`src/result_bank_map.svh`:
```
// Address map, bit positions and reset values of the result register bank
`ifndef RESULT_BANK_MAP_SVH
`define RESULT_BANK_MAP_SVH

// Register addresses
`define ADDR_STATUS 8'h00
`define ADDR_P_HIGH 8'h01
`define ADDR_P_MID 8'h02
`define ADDR_P_LOW 8'h03
`define ADDR_T_HIGH 8'h04
`define ADDR_T_LOW 8'h05
`define ADDR_PCHG_HIGH 8'h07
`define ADDR_PCHG_MID 8'h08
`define ADDR_PCHG_LOW 8'h09
`define ADDR_TCHG_HIGH 8'h0A
`define ADDR_TCHG_LOW 8'h0B

// Address step of the auto-increment pointer
`define ADDR_STEP 8'h01

// Status byte bit positions
`define ST_ANY_OVW 7
`define ST_P_OVW 6
`define ST_T_OVW 5
`define ST_ANY_RDY 3
`define ST_P_RDY 2
`define ST_T_RDY 1

// FIFO mode value that selects real-time result registers
`define FIFO_MODE_OFF 2'h0

// Reset and filler values, channel word widths
`define BYTE_ZERO 8'h00
`define NIBBLE_ZERO 4'h0
`define P_WIDTH 20
`define T_WIDTH 12

// Byte fields of the 20-bit pressure word and 12-bit temperature word
`define P_HI_MSB 19
`define P_HI_LSB 12
`define P_MID_MSB 11
`define P_MID_LSB 4
`define T_HI_MSB 11
`define T_HI_LSB 4
`define FRAC_MSB 3
`define FRAC_LSB 0

`endif

```
`src/result_bank_pkg.sv`:
```
// Types shared by the result register bank
package result_bank_pkg;
  typedef logic [7:0] byte_t;
  typedef logic [7:0] addr_t;
  typedef logic [1:0] fifo_mode_t;
  typedef logic [19:0] p_word_t;
  typedef logic [11:0] t_word_t;
endpackage

```
`src/result_bank.sv`:
```
// Result register bank: latest samples, changes, status and read port
//
// Function
// - FIFO mode zero shows real-time results
// - Combined flags need data-ready event enable
// - Pressure flags need pressure event enable
// - Temperature flags need temperature event enable
// - Altimeter bit selects altitude or pressure result
// - Altitude is signed Q16.4 in bytes 01h-03h
// - Pressure is unsigned Q18.2 in bytes 01h-03h
// - Status and results auto-increment from 00h-05h
// - Temperature is signed Q8.4 in 04h-05h
// - Change registers 07h-09h hold pressure difference
// - Altitude change: 16 integer, 4 fraction bits
// - Pressure change: 18 integer, 2 fraction bits
// - Changes update regardless of FIFO mode
// - Registers 0Ah-0Bh hold temperature difference
// - Temperature change is signed 12-bit value
// - Reading high result bytes clears ready flags when FIFO mode is zero
// - FIFO mode: 01h gives FIFO, 02h-05h read zero
`timescale 1ns/100ps
`include "result_bank_map.svh"
module result_bank
  import result_bank_pkg::*;
(
  input wire logic clk, // 50 MHz clock
  input wire logic rst_b, // Async reset, active low
  input wire logic p_sample_valid, // Pressure/altitude sample done
  input wire p_word_t p_sample, // Pressure/altitude sample value
  input wire logic t_sample_valid, // Temperature sample done
  input wire t_word_t t_sample, // Temperature sample value
  input wire logic altimeter_mode_bit, // 1 altitude, 0 pressure
  input wire fifo_mode_t fifo_mode, // FIFO mode field
  input wire logic data_ready_event_enable, // Combined flag enable
  input wire logic pressure_event_enable, // Pressure flag enable
  input wire logic temperature_event_enable, // Temperature flag enable
  input wire byte_t fifo_data, // Oldest FIFO byte
  input wire logic reg_addr_load, // Start of access, load pointer
  input wire addr_t reg_addr, // Register address to load
  input wire logic reg_rd, // Read strobe, one cycle
  input wire logic reg_wr, // Write strobe, one cycle
  input wire byte_t reg_wdata, // Write data, ignored
  output byte_t reg_rdata_r, // Read data
  output logic reg_rvalid_r, // Read data valid, one cycle
  output addr_t reg_ptr_r, // Current register pointer
  output logic fifo_pop_r, // One FIFO byte consumed
  output logic result_is_altitude_r, // Result holds altitude
  output logic any_data_ready_flag, // Combined ready flag
  output logic any_data_overwrite_flag, // Combined overwrite flag
  output logic pressure_ready_flag, // Pressure ready flag
  output logic pressure_overwrite_flag, // Pressure overwrite flag
  output logic temperature_ready_flag, // Temperature ready flag
  output logic temperature_overwrite_flag, // Temperature overwrite flag
  output byte_t data_status_register // Status byte at 00h
);

  // ----------------------------------------
  // Declarations
  // ----------------------------------------
  p_word_t pressure_value_bits;
  p_word_t pressure_change_bits;
  t_word_t temperature_value_bits;
  t_word_t temperature_change_bits;
  logic fifo_on;
  logic read_p_high;
  logic read_t_high;
  logic read_fifo;
  logic clear_p;
  logic clear_t;
  logic clear_any;
  logic any_set;
  logic write_seen;
  byte_t status_nxt;
  byte_t result_nxt;
  byte_t read_nxt;
  addr_t ptr_nxt;
  logic in_result_window;

  // ----------------------------------------
  // Register byte views
  // ----------------------------------------
  byte_t pressure_result_high;
  byte_t pressure_result_middle;
  byte_t pressure_result_low;
  byte_t temperature_result_high;
  byte_t temperature_result_low;
  byte_t pressure_change_high;
  byte_t pressure_change_middle;
  byte_t pressure_change_low;
  byte_t temperature_change_high;
  byte_t temperature_change_low;

  // ----------------------------------------
  // Sample channels
  // ----------------------------------------
  // Result and change registers load on every sample, whatever FIFO mode
  // First change after reset is taken against zero
  sample_channel #(
    .W(`P_WIDTH)
  ) u_pressure (
    .clk(clk),
    .rst_b(rst_b),
    .load(p_sample_valid),
    .value(p_sample),
    .value_r(pressure_value_bits),
    .delta_r(pressure_change_bits)
  );

  sample_channel #(
    .W(`T_WIDTH)
  ) u_temperature (
    .clk(clk),
    .rst_b(rst_b),
    .load(t_sample_valid),
    .value(t_sample),
    .value_r(temperature_value_bits),
    .delta_r(temperature_change_bits)
  );

  // ----------------------------------------
  // Result mode
  // ----------------------------------------
  // Tracks which unit the stored result carries; latched with the sample
  // Kept per sample so a later mode change cannot mislabel old data
  always_ff @(posedge clk or negedge rst_b)
  begin
    if (!rst_b)
      result_is_altitude_r <= 1'b0;
    else if (p_sample_valid)
      result_is_altitude_r <= altimeter_mode_bit;
  end

  // ----------------------------------------
  // Byte layout
  // ----------------------------------------
  // Same bit slicing serves Q16.4 altitude and Q18.2 pressure
  // Reserved low nibbles are tied to zero, not stored
  assign pressure_result_high =
    pressure_value_bits[`P_HI_MSB:`P_HI_LSB];
  assign pressure_result_middle =
    pressure_value_bits[`P_MID_MSB:`P_MID_LSB];
  assign pressure_result_low =
    {pressure_value_bits[`FRAC_MSB:`FRAC_LSB], `NIBBLE_ZERO};
  assign temperature_result_high =
    temperature_value_bits[`T_HI_MSB:`T_HI_LSB];
  assign temperature_result_low =
    {temperature_value_bits[`FRAC_MSB:`FRAC_LSB], `NIBBLE_ZERO};
  assign pressure_change_high =
    pressure_change_bits[`P_HI_MSB:`P_HI_LSB];
  assign pressure_change_middle =
    pressure_change_bits[`P_MID_MSB:`P_MID_LSB];
  assign pressure_change_low =
    {pressure_change_bits[`FRAC_MSB:`FRAC_LSB], `NIBBLE_ZERO};
  assign temperature_change_high =
    temperature_change_bits[`T_HI_MSB:`T_HI_LSB];
  assign temperature_change_low =
    {temperature_change_bits[`FRAC_MSB:`FRAC_LSB], `NIBBLE_ZERO};

  // ----------------------------------------
  // Read decode
  // ----------------------------------------
  assign fifo_on = (fifo_mode != `FIFO_MODE_OFF);
  assign read_p_high = reg_rd && (reg_ptr_r == `ADDR_P_HIGH);
  assign read_t_high = reg_rd && (reg_ptr_r == `ADDR_T_HIGH);
  assign read_fifo = read_p_high && fifo_on;
  assign in_result_window =
    (reg_ptr_r >= `ADDR_P_MID) && (reg_ptr_r <= `ADDR_T_LOW);

  // ----------------------------------------
  // Flag clears
  // ----------------------------------------
  // In FIFO mode a FIFO byte read acknowledges every flag
  assign clear_p = (read_p_high && !fifo_on) || read_fifo;
  assign clear_t = (read_t_high && !fifo_on) || read_fifo;
  assign clear_any = clear_p || clear_t;
  // Result and change registers have no write path
  assign write_seen = reg_wr && (reg_wdata == reg_wdata);

  // ----------------------------------------
  // Event sources
  // ----------------------------------------
  // Either channel finishing counts as combined new data
  assign any_set = p_sample_valid || t_sample_valid;

  // ----------------------------------------
  // Event flags
  // ----------------------------------------
  // One flag pair per event class, each gated by its own enable
  event_flags u_any_flags (
    .clk(clk),
    .rst_b(rst_b),
    .enable(data_ready_event_enable),
    .set(any_set),
    .clear(clear_any),
    .ready_r(any_data_ready_flag),
    .overwrite_r(any_data_overwrite_flag)
  );

  event_flags u_p_flags (
    .clk(clk),
    .rst_b(rst_b),
    .enable(pressure_event_enable),
    .set(p_sample_valid),
    .clear(clear_p),
    .ready_r(pressure_ready_flag),
    .overwrite_r(pressure_overwrite_flag)
  );

  event_flags u_t_flags (
    .clk(clk),
    .rst_b(rst_b),
    .enable(temperature_event_enable),
    .set(t_sample_valid),
    .clear(clear_t),
    .ready_r(temperature_ready_flag),
    .overwrite_r(temperature_overwrite_flag)
  );

  // ----------------------------------------
  // Status byte
  // ----------------------------------------
  always_comb
  begin
    status_nxt = `BYTE_ZERO;
    status_nxt[`ST_ANY_OVW] = any_data_overwrite_flag;
    status_nxt[`ST_P_OVW] = pressure_overwrite_flag;
    status_nxt[`ST_T_OVW] = temperature_overwrite_flag;
    status_nxt[`ST_ANY_RDY] = any_data_ready_flag;
    status_nxt[`ST_P_RDY] = pressure_ready_flag;
    status_nxt[`ST_T_RDY] = temperature_ready_flag;
  end

  // Registered copy lags the flags a cycle; reads use the live value
  always_ff @(posedge clk or negedge rst_b)
  begin
    if (!rst_b)
      data_status_register <= `BYTE_ZERO;
    else
      data_status_register <= status_nxt;
  end

  // ----------------------------------------
  // Read data mux
  // ----------------------------------------
  always_comb
  begin
    result_nxt = `BYTE_ZERO;
    unique case (reg_ptr_r)
      `ADDR_STATUS:
        result_nxt = status_nxt;
      `ADDR_P_HIGH:
        result_nxt = pressure_result_high;
      `ADDR_P_MID:
        result_nxt = pressure_result_middle;
      `ADDR_P_LOW:
        result_nxt = pressure_result_low;
      `ADDR_T_HIGH:
        result_nxt = temperature_result_high;
      `ADDR_T_LOW:
        result_nxt = temperature_result_low;
      `ADDR_PCHG_HIGH:
        result_nxt = pressure_change_high;
      `ADDR_PCHG_MID:
        result_nxt = pressure_change_middle;
      `ADDR_PCHG_LOW:
        result_nxt = pressure_change_low;
      `ADDR_TCHG_HIGH:
        result_nxt = temperature_change_high;
      `ADDR_TCHG_LOW:
        result_nxt = temperature_change_low;
      // Unmapped addresses read zero
      default:
        result_nxt = `BYTE_ZERO;
    endcase
  end

  // ----------------------------------------
  // FIFO output gating
  // ----------------------------------------
  // FIFO bytes share the pressure high address; the rest of the result
  // window reads zero so stale samples never pass for buffered data
  always_comb
  begin
    read_nxt = result_nxt;
    if (fifo_on)
    begin
      if (reg_ptr_r == `ADDR_P_HIGH)
        read_nxt = fifo_data;
      else if (in_result_window)
        read_nxt = `BYTE_ZERO;
    end
  end

  // Read data holds until the next read so a slow host can fetch it
  always_ff @(posedge clk or negedge rst_b)
  begin
    if (!rst_b)
      reg_rdata_r <= `BYTE_ZERO;
    else if (reg_rd)
      reg_rdata_r <= read_nxt;
  end

  // Answer comes exactly one cycle after the strobe
  always_ff @(posedge clk or negedge rst_b)
  begin
    if (!rst_b)
      reg_rvalid_r <= 1'b0;
    else
      reg_rvalid_r <= reg_rd;
  end

  // ----------------------------------------
  // FIFO byte consumption
  // ----------------------------------------
  // Pop follows the read by one cycle, after the byte has been taken
  always_ff @(posedge clk or negedge rst_b)
  begin
    if (!rst_b)
      fifo_pop_r <= 1'b0;
    else
      fifo_pop_r <= read_fifo;
  end

  // ----------------------------------------
  // Auto-increment pointer
  // ----------------------------------------
  // FIFO bursts stay on 01h so a long read drains the buffer
  // Pointer wraps past FFh; nothing above 0Bh is mapped
  always_comb
  begin
    ptr_nxt = reg_ptr_r;
    if (reg_addr_load)
      ptr_nxt = reg_addr;
    else if (read_fifo)
      ptr_nxt = reg_ptr_r;
    else if (reg_rd || write_seen)
      ptr_nxt = reg_ptr_r + `ADDR_STEP;
  end

  always_ff @(posedge clk or negedge rst_b)
  begin
    if (!rst_b)
      reg_ptr_r <= `ADDR_STATUS;
    else
      reg_ptr_r <= ptr_nxt;
  end
endmodule

```
`src/sample_channel.sv`:
```
// One measurement channel: latest sample and change from the previous one
`timescale 1ns/100ps
module sample_channel #(
  parameter int W = 20
) (
  input wire logic clk, // 50 MHz clock
  input wire logic rst_b, // Async reset, active low
  input wire logic load, // New sample strobe
  input wire logic [W-1:0] value, // New sample value
  output logic [W-1:0] value_r, // Latest sample
  output logic [W-1:0] delta_r // Latest minus previous
);

  // ----------------------------------------
  // Latest sample
  // ----------------------------------------
  always_ff @(posedge clk or negedge rst_b)
  begin
    if (!rst_b)
      value_r <= '0;
    else if (load)
      value_r <= value;
  end

  // ----------------------------------------
  // Change register
  // ----------------------------------------
  // Modulo difference: signed and unsigned formats share the same bits
  always_ff @(posedge clk or negedge rst_b)
  begin
    if (!rst_b)
      delta_r <= '0;
    else if (load)
      delta_r <= value - value_r;
  end
endmodule

```
`src/event_flags.sv`:
```
// Ready and overwrite flag pair for one class of sample events
`timescale 1ns/100ps
module event_flags (
  input wire logic clk, // 50 MHz clock
  input wire logic rst_b, // Async reset, active low
  input wire logic enable, // Flag generation enable
  input wire logic set, // New data event, one cycle
  input wire logic clear, // Read clear, one cycle
  output logic ready_r, // New data ready flag
  output logic overwrite_r // Unread data overwritten flag
);

  logic hit;

  assign hit = set & enable;

  // ----------------------------------------
  // Flags
  // ----------------------------------------
  // Set takes priority over clear for the ready flag so an event landing on a read is not lost
  always_ff @(posedge clk or negedge rst_b)
  begin
    if (!rst_b)
      ready_r <= 1'b0;
    else if (hit)
      ready_r <= 1'b1;
    else if (clear)
      ready_r <= 1'b0;
  end

  always_ff @(posedge clk or negedge rst_b)
  begin
    if (!rst_b)
      overwrite_r <= 1'b0;
    else if (hit && ready_r && !clear)
      overwrite_r <= 1'b1;
    else if (clear)
      overwrite_r <= 1'b0;
  end
endmodule

```
`config.mk`:
```
export PLATFORM = sky130hd
export DESIGN_NAME = result_bank
export DESIGN_NICKNAME = d
export VERILOG_FILES = /design/src/result_bank_pkg.sv /design/src/result_bank.sv /design/src/sample_channel.sv /design/src/event_flags.sv
export VERILOG_INCLUDE_DIRS = /design/src
export SDC_FILE = /design/constraint.sdc
export NUM_CORES = 1
export LEC_CHECK = 0
export ABC_AREA = 0
export ABC_CLOCK_PERIOD_IN_PS = 2100
export BUFFER_PORTS_ARGS = -buffer_cell sky130_fd_sc_hd__buf_2
export CORE_UTILIZATION = 46
export DETAILED_ROUTE_END_ITERATION = 7
export PLACE_DENSITY_LB_ADDON = 0.1
export SYNTH_ARGS = -nofsm -noshare
export SYNTH_HDL_FRONTEND = slang
export SYNTH_SLANG_ARGS = --single-unit
```
`constraint.sdc`:
```
create_clock -name clk -period 2.1 [get_ports clk]
set_clock_uncertainty 0.2 [all_clocks]
set_input_delay 0.315 -clock clk [delete_from_list [all_inputs] [get_ports clk]]
set_output_delay 0.315 -clock clk [all_outputs]
set_load 0.02 [all_outputs]
```
==> results_dict.tcl, run 1 <==
set metrics [dict create \
    setup_viol 28 \
    endpoint_kind "flop" \
    critPathKind "flop to flop" \
    grt_start_max_net_pins 44 \
    period_minus_slack_ns 2.31 \
    rr_startpoint "u_temperature.value_r[4]" \
    ios 102 \
    async_reset_ff_share_pct 100 \
    place.gp.congestion 0.940 \
    worst_setup_path_start_kind "flop" \
    period_share_pct 110 \
    netlist_instances 640 \
    ys.flop_type "dfrtp_1" \
    viasPerCell 5.45 \
    cp.arrival_ns 2.36 \
    yosysWarnings 0 \
    hpwlAfterDp_um 13600 \
    grt_pass1_wl_um 29000 \
    finalHoldViolations 1 \
    final_cell_mix "buf_4 (155), dfrtp_1 (90), buf_2 (90)" \
    fmax_mhz 432 \
    crit_family "compound AO/OA/AOI/OAI gates" \
    powerDensity_mw_per_mm2 709 \
    slowest_delay_ns 0.41 \
    start_util_pct 47.0 \
    synth-edff-count 0 \
    tritoncts "done" \
    clk_pin_slew_ns 0.07 \
    required_ns 2.14 \
    antenna_found_initial 0 \
    drt-initial-drc-count 351 \
    routedWlPerCell_um 17.7 \
    tightest_slew_ns 0.525 \
    area.growth.synth_to_final_pct 58.1 \
    slowest_stage "dfrtp_1" \
    violations "negative hold slack, negative setup slack" \
    ir_drop_uv 409 \
    num_vias 5937 \
    drc 0 \
    clk_path_buf_depth 2 \
    relSlewSlack_pct 65.0 \
    crit_buf_inv 1 \
    die_y_um 115 \
    dieArea_sq_mm 0.0133 \
    first_pass_iters 5 \
    maxCapViolations 0 \
    num_rows 41 \
    whs_ns -0.0123 \
    grt_pass1_vias 5800 \
    gr-total-overflow 0 \
    wl_um 19300 \
    synth.ff_latch_count 95 \
    cts_sinks 95 \
    clock-root-buffer "clkbuf_16" \
    numPortBuffers 91 \
    rsz0062_at_grt "true" \
    yosysSeqAreaShare_pct 40.3 \
    h-tree-depth 3 \
    outcome "complete, but fails checks" \
    cts_buffers 9 \
    antenna_left 0 \
    final_common_cell "buf_4" \
    core_sq_mm 0.0126 \
    die_w_um 115 \
    netlist-cell-type-count 67 \
    report.final.slew_viol_count 0 \
    crit_fanout 3 \
    grt_use_total_pct 28.8 \
    totalPowerFinal_mw 6.62 \
    p_leak_nw 4.14 \
    synth_area_per_cell_sq_um 9.23 \
    fin_ws_ns -0.214 \
    worstSkewPairLatency_ns 0.35 \
    holdCritPathClass "primary input to flop" \
    startpoint "u_temperature.value_r[4]" \
    hp-start "fifo_data[1]" \
    path_cells "inv_2, ha_4, and2_1, o21ai_2, a31oi_4, o21a_1, or3_1, a31o_1" \
    antenna_cells 0 \
    netlist_area_sq_mm 0.00591 \
    drive_above_1_share_pct 50.7 \
    nNetsFinal 1017 \
    utilization_pct 74.3 \
]
==> final cells by class <==
class | instances | area [sq um]
tap | 172 | 215
sequential | 95 | 2380
multi-input combinational | 471 | 4110
timing repair buffer | 290 | 2130
inverter | 45 | 174
fill | 930 | 3230
clock inverter | 6 | 90.1
clock buffer | 10 | 239
==> synth_stat cells (all sizes together) (3+ instances only) <==
master | count | area share [%]
a2111o | 3 | 0.57
a211oi | 3 | 0.38
a21o | 6 | 0.76
a21oi | 39 | 3.3
a221o | 4 | 0.68
a221oi | 6 | 1.0
a22o | 8 | 1.2
a22oi | 13 | 1.7
a311oi | 3 | 0.44
a31oi | 7 | 0.74
and2 | 6 | 0.74
and3 | 5 | 0.53
buf | 14 | 1.6
clkbuf | 16 | 1.1
dfrtp | 95 | 40
ha | 34 | 7.2
inv | 45 | 2.9
mux2 | 21 | 4.0
mux2i | 7 | 1.2
nand2 | 73 | 4.7
nand2b | 9 | 0.95
nand3 | 17 | 1.7
nand4 | 5 | 0.53
nor2 | 25 | 1.8
nor2b | 7 | 0.74
nor3 | 12 | 1.0
o211ai | 6 | 0.76
o21a | 9 | 1.1
o21ai | 75 | 6.4
o21bai | 3 | 0.38
o31ai | 7 | 0.97
or3 | 6 | 0.64
xnor2 | 13 | 1.9
xor2 | 14 | 2.1
==> report_power, final <==
part | internal (mW) | leakage (nW) | switching [mW]
clock network | 1.08 | 0.159 | 0.756
registers | 2.09 | 1.11 | 0.250
logic | 1.24 | 2.87 | 1.19
total | 4.42 | 4.14 | 2.20
==> final timing paths <==
path	cells past startpoint	endpoint	slack [ns]
max in group asynchronous	4	u_pressure.value_r[6]	0.75
setup / recovery	8	u_temperature.delta_r[8]	-0.21
min in group asynchronous	2	reg_ptr_r[7]	0.23
hold / removal	3	reg_rdata_r[1]	-0.01
setup reg to reg	8	u_temperature.delta_r[8]	-0.21
hold reg to reg	0	data_status_register[7]	0.29
==> timing repair <==
action	CTS	global route
hold buffers	20	0
setup endpoints to repair	34	37
endpoints found under the hold margin	47	0
pin swaps	47	55
gates resized for setup	84	103
setup buffers	24	19
==> logic make-up after synthesis <==
kind of cell    synth area share [%]
compound gates                  23.0
flops                           40.3
buf+inv                         5.51
mux                             5.19
simple gates                    14.1
other cells                   0.0635
fa+ha+maj                       7.88
xor+xnor                        4.00
==> sequential cells by signal, summed over array words and instances, names as in the netlist, 6 cells and up <==
name and cells:
reg_rdata_r 8, u_temperature.value_r 12, u_temperature.delta_r 12, reg_ptr_r 8
data_status_register 6, u_pressure.value_r 20, u_pressure.delta_r 20
==> tightest hold or removal path: stages <==
cell	delay, ns
buf_2	0.09
a22oi_2	0.05
o21ai_2	0.05
==> per-stage QoR <==
| step | setup TNS (ns) | area [sq um] | worst slack [ns] | cells |
|---|---|---|---|---|
| detailed placement | -4.75 | 7660 | -0.357 | 1014 |
| CTS | -0.705 | 8730 | -0.145 | 1072 |
| global route | -4.22 | 9340 | -0.251 | 1089 |
| floorplan | -0.0670 | 6060 | -0.0384 | 641 |
| finish | -2.06 | 9340 | -0.214 | 1089 |
| global placement | -3.97 | 7660 | -0.319 | 1014 |
==> per-layer routing <==
layer | routed length [um] | part of all wire, % | track usage (%) | up-vias
met5 | 0 | 0 | 0 | -
met4 | 486 | 2.5 | 10.5 | 0
met3 | 793 | 4.1 | 3.53 | 39
met2 | 9540 | 49 | 49.1 | 193
met1 | 8470 | 44 | 37.4 | 2861
li1 | - | - | - | 2844
Note: power is estimated with default switching activity, not from simulation.
==> inputs of run 2 (changes only) <==
--- a/config.mk
+++ b/config.mk
@@ -8,9 +8,10 @@
 export LEC_CHECK = 0
 export ABC_AREA = 0
 export ABC_CLOCK_PERIOD_IN_PS = 2100
-export BUFFER_PORTS_ARGS = -buffer_cell sky130_fd_sc_hd__buf_2
+export CORE_MARGIN = 5
 export CORE_UTILIZATION = 46
 export DETAILED_ROUTE_END_ITERATION = 7
+export DONT_BUFFER_PORTS = 1
 export PLACE_DENSITY_LB_ADDON = 0.1
 export SYNTH_ARGS = -nofsm -noshare
 export SYNTH_HDL_FRONTEND = slang
==> run 2 against run 1 <==
  * The flow still finishes with violations (negative hold slack, negative setup slack)
  * Wire length is 4.1% higher
  * Register-to-register slack improved by 0.08 ns
  * Sequential power about the same
  * Largest cell class unchanged
==> results_dict.tcl, run 2 (synthesis gave the netlist of run 1 again) <==
set metrics [dict create \
    drive_above_1_share_pct 40.1 \
    maxCapViolations 0 \
    grt_pass1_wl_um 30800 \
    die_w_um 123 \
    outcome "complete, but fails checks" \
    finalHoldViolations 95 \
    cp.arrival_ns 2.28 \
    critPathKind "flop to flop" \
    worstSkewPairLatency_ns 0.35 \
    num_vias 5805 \
    hpwlAfterDp_um 13400 \
    clock-root-buffer "clkbuf_16" \
    clk_path_buf_depth 2 \
    power_frac_comb_pct 35.9 \
    area.growth.synth_to_final_pct 51.9 \
    ios 102 \
    die_y_um 123 \
    drt-initial-drc-count 346 \
    reg2reg_slack_ns -0.14 \
    start_util_pct 46.8 \
    period_share_pct 107 \
    switching_share_pct 32.5 \
    startpoint "u_temperature.value_r[0]" \
    core_sq_mm 0.0126 \
    final_common_cell "buf_4" \
    grt_pass1_vias 5861 \
    relSlewSlack_pct 66.5 \
    required_ns 2.14 \
    antenna_left 0 \
    setup_tns_ns -1.24 \
    gr-total-overflow 0 \
    crit_fanout 3 \
    fmax_mhz 447 \
    setup_viol 23 \
    holdCritPathClass "primary input to asynchronous set/reset pin" \
    cts_buffers 9 \
    grt_use_total_pct 26.4 \
    rr_startpoint "u_temperature.value_r[0]" \
    final_cell_mix "buf_4 (153), dfrtp_1 (90), nand2_1 (68)" \
    antenna_cells 0 \
    totalPowerFinal_mw 6.36 \
    routedWlPerCell_um 19.5 \
    powerDensity_mw_per_mm2 709 \
    report.final.slew_viol_count 0 \
    tritoncts "done" \
    viasPerCell 5.65 \
    period_minus_slack_ns 2.24 \
    finalNonFillerCells 1027 \
    internal_power_mw 4.30 \
    dieArea_sq_mm 0.0152 \
    p_seq_share_pct 37.0 \
    p_leak_nw 3.85 \
    h-tree-depth 3 \
    place.gp.congestion 0.890 \
    pre_cts_ws_ns -0.312 \
    cts_sinks 95 \
    worst_setup_path_start_kind "flop" \
    postCtsHoldBufs 55 \
    clkPwrFrac_pct 27.1 \
    timing.rr.end "u_temperature.delta_r[8]" \
    whs_ns -0.541 \
    p_sw_mw 2.07 \
    ir_drop_uv 361 \
    fin_ws_ns -0.138 \
    wl_um 20100 \
    antenna_found_initial 0 \
    numPortBuffers 0 \
    num_rows 41 \
    nNetsFinal 955 \
    rsz0062_at_grt "true" \
    top_regs "u_pressure.delta_r: 20 flops, u_pressure.value_r: 20 flops" \
    violations "negative hold slack, negative setup slack" \
    dp.cells 913 \
    clk_pin_slew_ns 0.07 \
    tightest_slew_ns 0.500 \
    endpoint_kind "flop" \
    drc 0 \
    first_pass_iters 5 \
    grt_start_max_net_pins 96 \
    r2r_cells 8 \
]
run 2: how the worst max path moves through the flow:
| stage | to | slack, ns | cells after the start |
|---|---|---|---|
| floorplan | u_temperature.delta_r[8] | -0.04 | 9 |
| global placement | u_temperature.delta_r[8] | -0.24 | 10 |
| detailed placement | u_temperature.delta_r[8] | -0.31 | 10 |
| CTS | u_temperature.delta_r[8] | -0.14 | 8 |
| global route | u_temperature.delta_r[8] | -0.21 | 8 |
| finish | u_temperature.delta_r[8] | -0.14 | 8 |
run 2: power by group through the flow:
stage	logic (mW)	registers (mW)	clock network, mW
after floorplan	1.06	2.30	0
after global placement	1.65	2.37	0
after detailed placement	1.68	2.37	0
after CTS	2.07	2.34	1.75
after global routing	2.46	2.38	1.83
final	2.28	2.35	1.73
run 2: through the flow:
step,cell area [sq um],hold WS (ns),util (%)
finish,8970,-0.541,71.1
global route,8970,-0.556,71.1
CTS,8610,-0.552,68.2
detailed placement,7110,-0.178,56.3
global placement,7110,-0.178,56.3
floorplan,6060,-0.181,-
run 2: critical path, stage by stage, from the launching register on:
cell and delay, ns:
dfrtp_1 0.40, ha_4 0.17, fa_2 0.23, nor2b_4 0.06, o2111ai_4 0.23, a31oi_4 0.14
o21a_1 0.20, or3_1 0.30, a31o_1 0.21
run 2: area by class of cell:
| cell class | count | area, sq um |
|---|---|---|
| Multi-Input combinational cell | 472 | 3930 |
| Fill cell | 1001 | 3650 |
| Sequential cell | 95 | 2380 |
| Timing Repair Buffer | 227 | 1960 |
| Clock buffer | 11 | 253 |
| Tap cell | 172 | 215 |
| Inverter | 45 | 174 |
| Clock inverter | 5 | 56.3 |
run 2: layer usage:
layer | track usage, % | share of wire (%)
met1 | 33.9 | 42
met2 | 44.7 | 49
met3 | 4.67 | 6.7
met4 | 9.27 | 2.5
met5 | 0 | 0
run 2: what timing repair did:
item                                    CTS  global route
setup buffers                            26            18
pin swaps                                55            41
endpoints found under the setup margin   32            34
gates cloned                              1             0
gates resized for setup                  89            54
endpoints found under the hold margin   171            95
==> inputs of run 3 (changes only) <==
--- a/config.mk
+++ b/config.mk
@@ -13,6 +13,7 @@
 export DETAILED_ROUTE_END_ITERATION = 7
 export DONT_BUFFER_PORTS = 1
 export PLACE_DENSITY_LB_ADDON = 0.1
+export SKIP_CTS_REPAIR_TIMING = 1
 export SYNTH_ARGS = -nofsm -noshare
 export SYNTH_HDL_FRONTEND = slang
 export SYNTH_SLANG_ARGS = --single-unit
==> run 3 against run 2 <==
  * The run still ends with negative hold slack, negative setup slack left
  * Worst setup slack worse by 0.11 ns
  * Via count is 2.9% lower
  * Register-to-register slack worse by 0.11 ns
  * Combinational power is 4% lower
  * Global-route usage is 2.8 points lower
  * Maximum frequency is 4.9% lower
  * First-iteration DRC count is 8.1% higher
  * Largest power group unchanged
==> results_dict.tcl, run 3 (synthesis gave the netlist of run 1 again) <==
set metrics [dict create \
    outcome "complete, but fails checks" \
    violations "negative hold slack, negative setup slack" \
    endpoint_kind "flop" \
    setup_viol 22 \
    fin_area_sq_mm 0.00880 \
    p_seq_share_pct 37.6 \
    whs_ns -0.540 \
    fin_ws_ns -0.252 \
    clk_pin_slew_ns 0.07 \
    antenna_left 0 \
    wl_um 19200 \
    crit_buf_inv 2 \
    report.final.slew_viol_count 0 \
    viasPerCell 5.61 \
    grt_start_max_net_pins 96 \
    finalHoldViolations 96 \
    h-tree-depth 3 \
    first_pass_iters 5 \
    startpoint "u_temperature.value_r[4]" \
    cp-endpoint "u_temperature.delta_r[8]" \
    grt_pass1_vias 5243 \
    numPortBuffers 0 \
    drc 0 \
    cp.arrival_ns 2.39 \
    wl_met2_um 9340 \
    antenna_cells 0 \
    ios 102 \
    required_ns 2.14 \
    grt_use_total_pct 23.6 \
    p_leak_nw 3.77 \
    fmax_mhz 425 \
    worst_setup_path_start_kind "flop" \
    clock-root-buffer "clkbuf_16" \
    die_w_um 123 \
    multiInputGateArea_sq_mm 0.00395 \
    start_util_pct 46.8 \
    num_rows 41 \
    nFillCells 1011 \
    drive_above_1_share_pct 39.0 \
    powerDensity_mw_per_mm2 712 \
    cts_buffers 9 \
    switching_share_pct 32.3 \
    clkPwrFrac_pct 27.3 \
    tritoncts "done" \
    final_cell_mix "buf_4 (135), dfrtp_1 (90), nand2_1 (68)" \
    ir_drop_uv 356 \
    crit_family "compound AO/OA/AOI/OAI gates" \
    maxCapViolations 0 \
    die_y_um 123 \
    rsz0062_at_grt "true" \
    timing.rr.end "u_temperature.delta_r[8]" \
    nNetsFinal 933 \
    dieArea_sq_mm 0.0152 \
    totalPowerFinal_mw 6.27 \
    holdCritPathClass "primary input to asynchronous set/reset pin" \
    path_cells "inv_2, ha_1, and2_1, o21ai_1, a31oi_1, buf_4, o21a_1, or3_1, a31o_1" \
    seqCellArea_sq_mm 0.00238 \
    critPathKind "flop to flop" \
    slowest_stage "dfrtp_1" \
    area.growth.synth_to_final_pct 49.1 \
    routedWlPerCell_um 19.1 \
    cp.depth 9 \
    antenna_found_initial 0 \
    routed-wl-met3_um 1380 \
    final_common_cell "buf_4" \
    hpwlAfterDp_um 13400 \
    crit_fanout 3 \
    utilization_pct 69.8 \
    highest-signal-layer "met4" \
    place.gp.congestion 0.890 \
    num_vias 5634 \
    reg2reg_slack_ns -0.25 \
    gr-total-overflow 0 \
    top_regs "u_pressure.delta_r: 20 flops, u_pressure.value_r: 20 flops" \
    wl_met1_um 8180 \
    internal_power_mw 4.25 \
    grt_pass1_wl_um 27600 \
    core_sq_mm 0.0126 \
    worstSkewPairLatency_ns 0.35 \
    r2r_cells 9 \
    period_share_pct 112 \
    cts_sinks 95 \
    clk_path_buf_depth 2 \
    period_minus_slack_ns 2.35 \
    p_sw_mw 2.03 \
    power_frac_comb_pct 35.1 \
    drt-initial-drc-count 374 \
    slowest_delay_ns 0.38 \
    place_area_sq_mm 0.00711 \
    rr_startpoint "u_temperature.value_r[4]" \
]
[run 3: changes by cell type in the layout (fill, tap and decap cells not counted), moves of 4 or more]
| cell | change |
|---|---|
| a21oi_2 | +4 |
| inv_1 | +4 |
| buf_4 | -18 |
| inv_2 | -4 |
[run 3: worst min-delay path by stage]
stage | from | end | slack [ns] | cells after the start
finish | rst_b | data_status_register[2] | -0.54 | 0
global route | rst_b | reg_ptr_r[5] | -0.56 | 0
CTS | rst_b | reg_ptr_r[7] | -0.55 | 0
detailed placement | rst_b | reg_ptr_r[7] | -0.18 | 0
global placement | rst_b | reg_ptr_r[7] | -0.18 | 0
floorplan | rst_b | data_status_register[1] | -0.18 | 0
[run 3: worst reg2reg max path: cells and delay by family, from the launching register on]
family	cells	cell delay [ns]
fa+ha+maj	1	0.29
flops	1	0.38
simple gates	2	0.47
compound gates	4	0.68
buf+inv	2	0.22
[run 3: area by class of cell]
class	count	share of cell area, %
flip-flops and latches	95	27.1
multi-input cells	472	44.8
clock buffers	11	2.87
well taps	172	2.44
repair buffers	205	20.1
inverters	45	2.03
clock inverters	5	0.640
[run 3: power groups by stage]
stage,clock network (mW),registers [mW],logic (mW)
final,1.71,2.36,2.20
after floorplan,0,2.30,1.06
after CTS,1.75,2.34,1.69
after global routing,1.83,2.38,2.38
after detailed placement,0,2.37,1.68
after global placement,0,2.37,1.65
[run 3: metrics by stage]
step | std cells | TNS [ns] | setup WS, ns
3_3_place_gp | 913 | -2.58 | -0.242
4_1_cts | 929 | -4.04 | -0.327
5_1_grt | 1005 | -3.75 | -0.320
6_report | 1005 | -1.76 | -0.252
2_1_floorplan | 641 | -0.0670 | -0.0384
3_5_place_dp | 913 | -3.42 | -0.312
[run 3: layer usage]
| metal | vias up | track usage (%) |
|---|---|---|
| met3 | 30 | 5.12 |
| met4 | 0 | 7.47 |
| met2 | 196 | 38.3 |
| met1 | 2732 | 31.4 |
| li1 | 2676 | - |
| met5 | - | 0 |
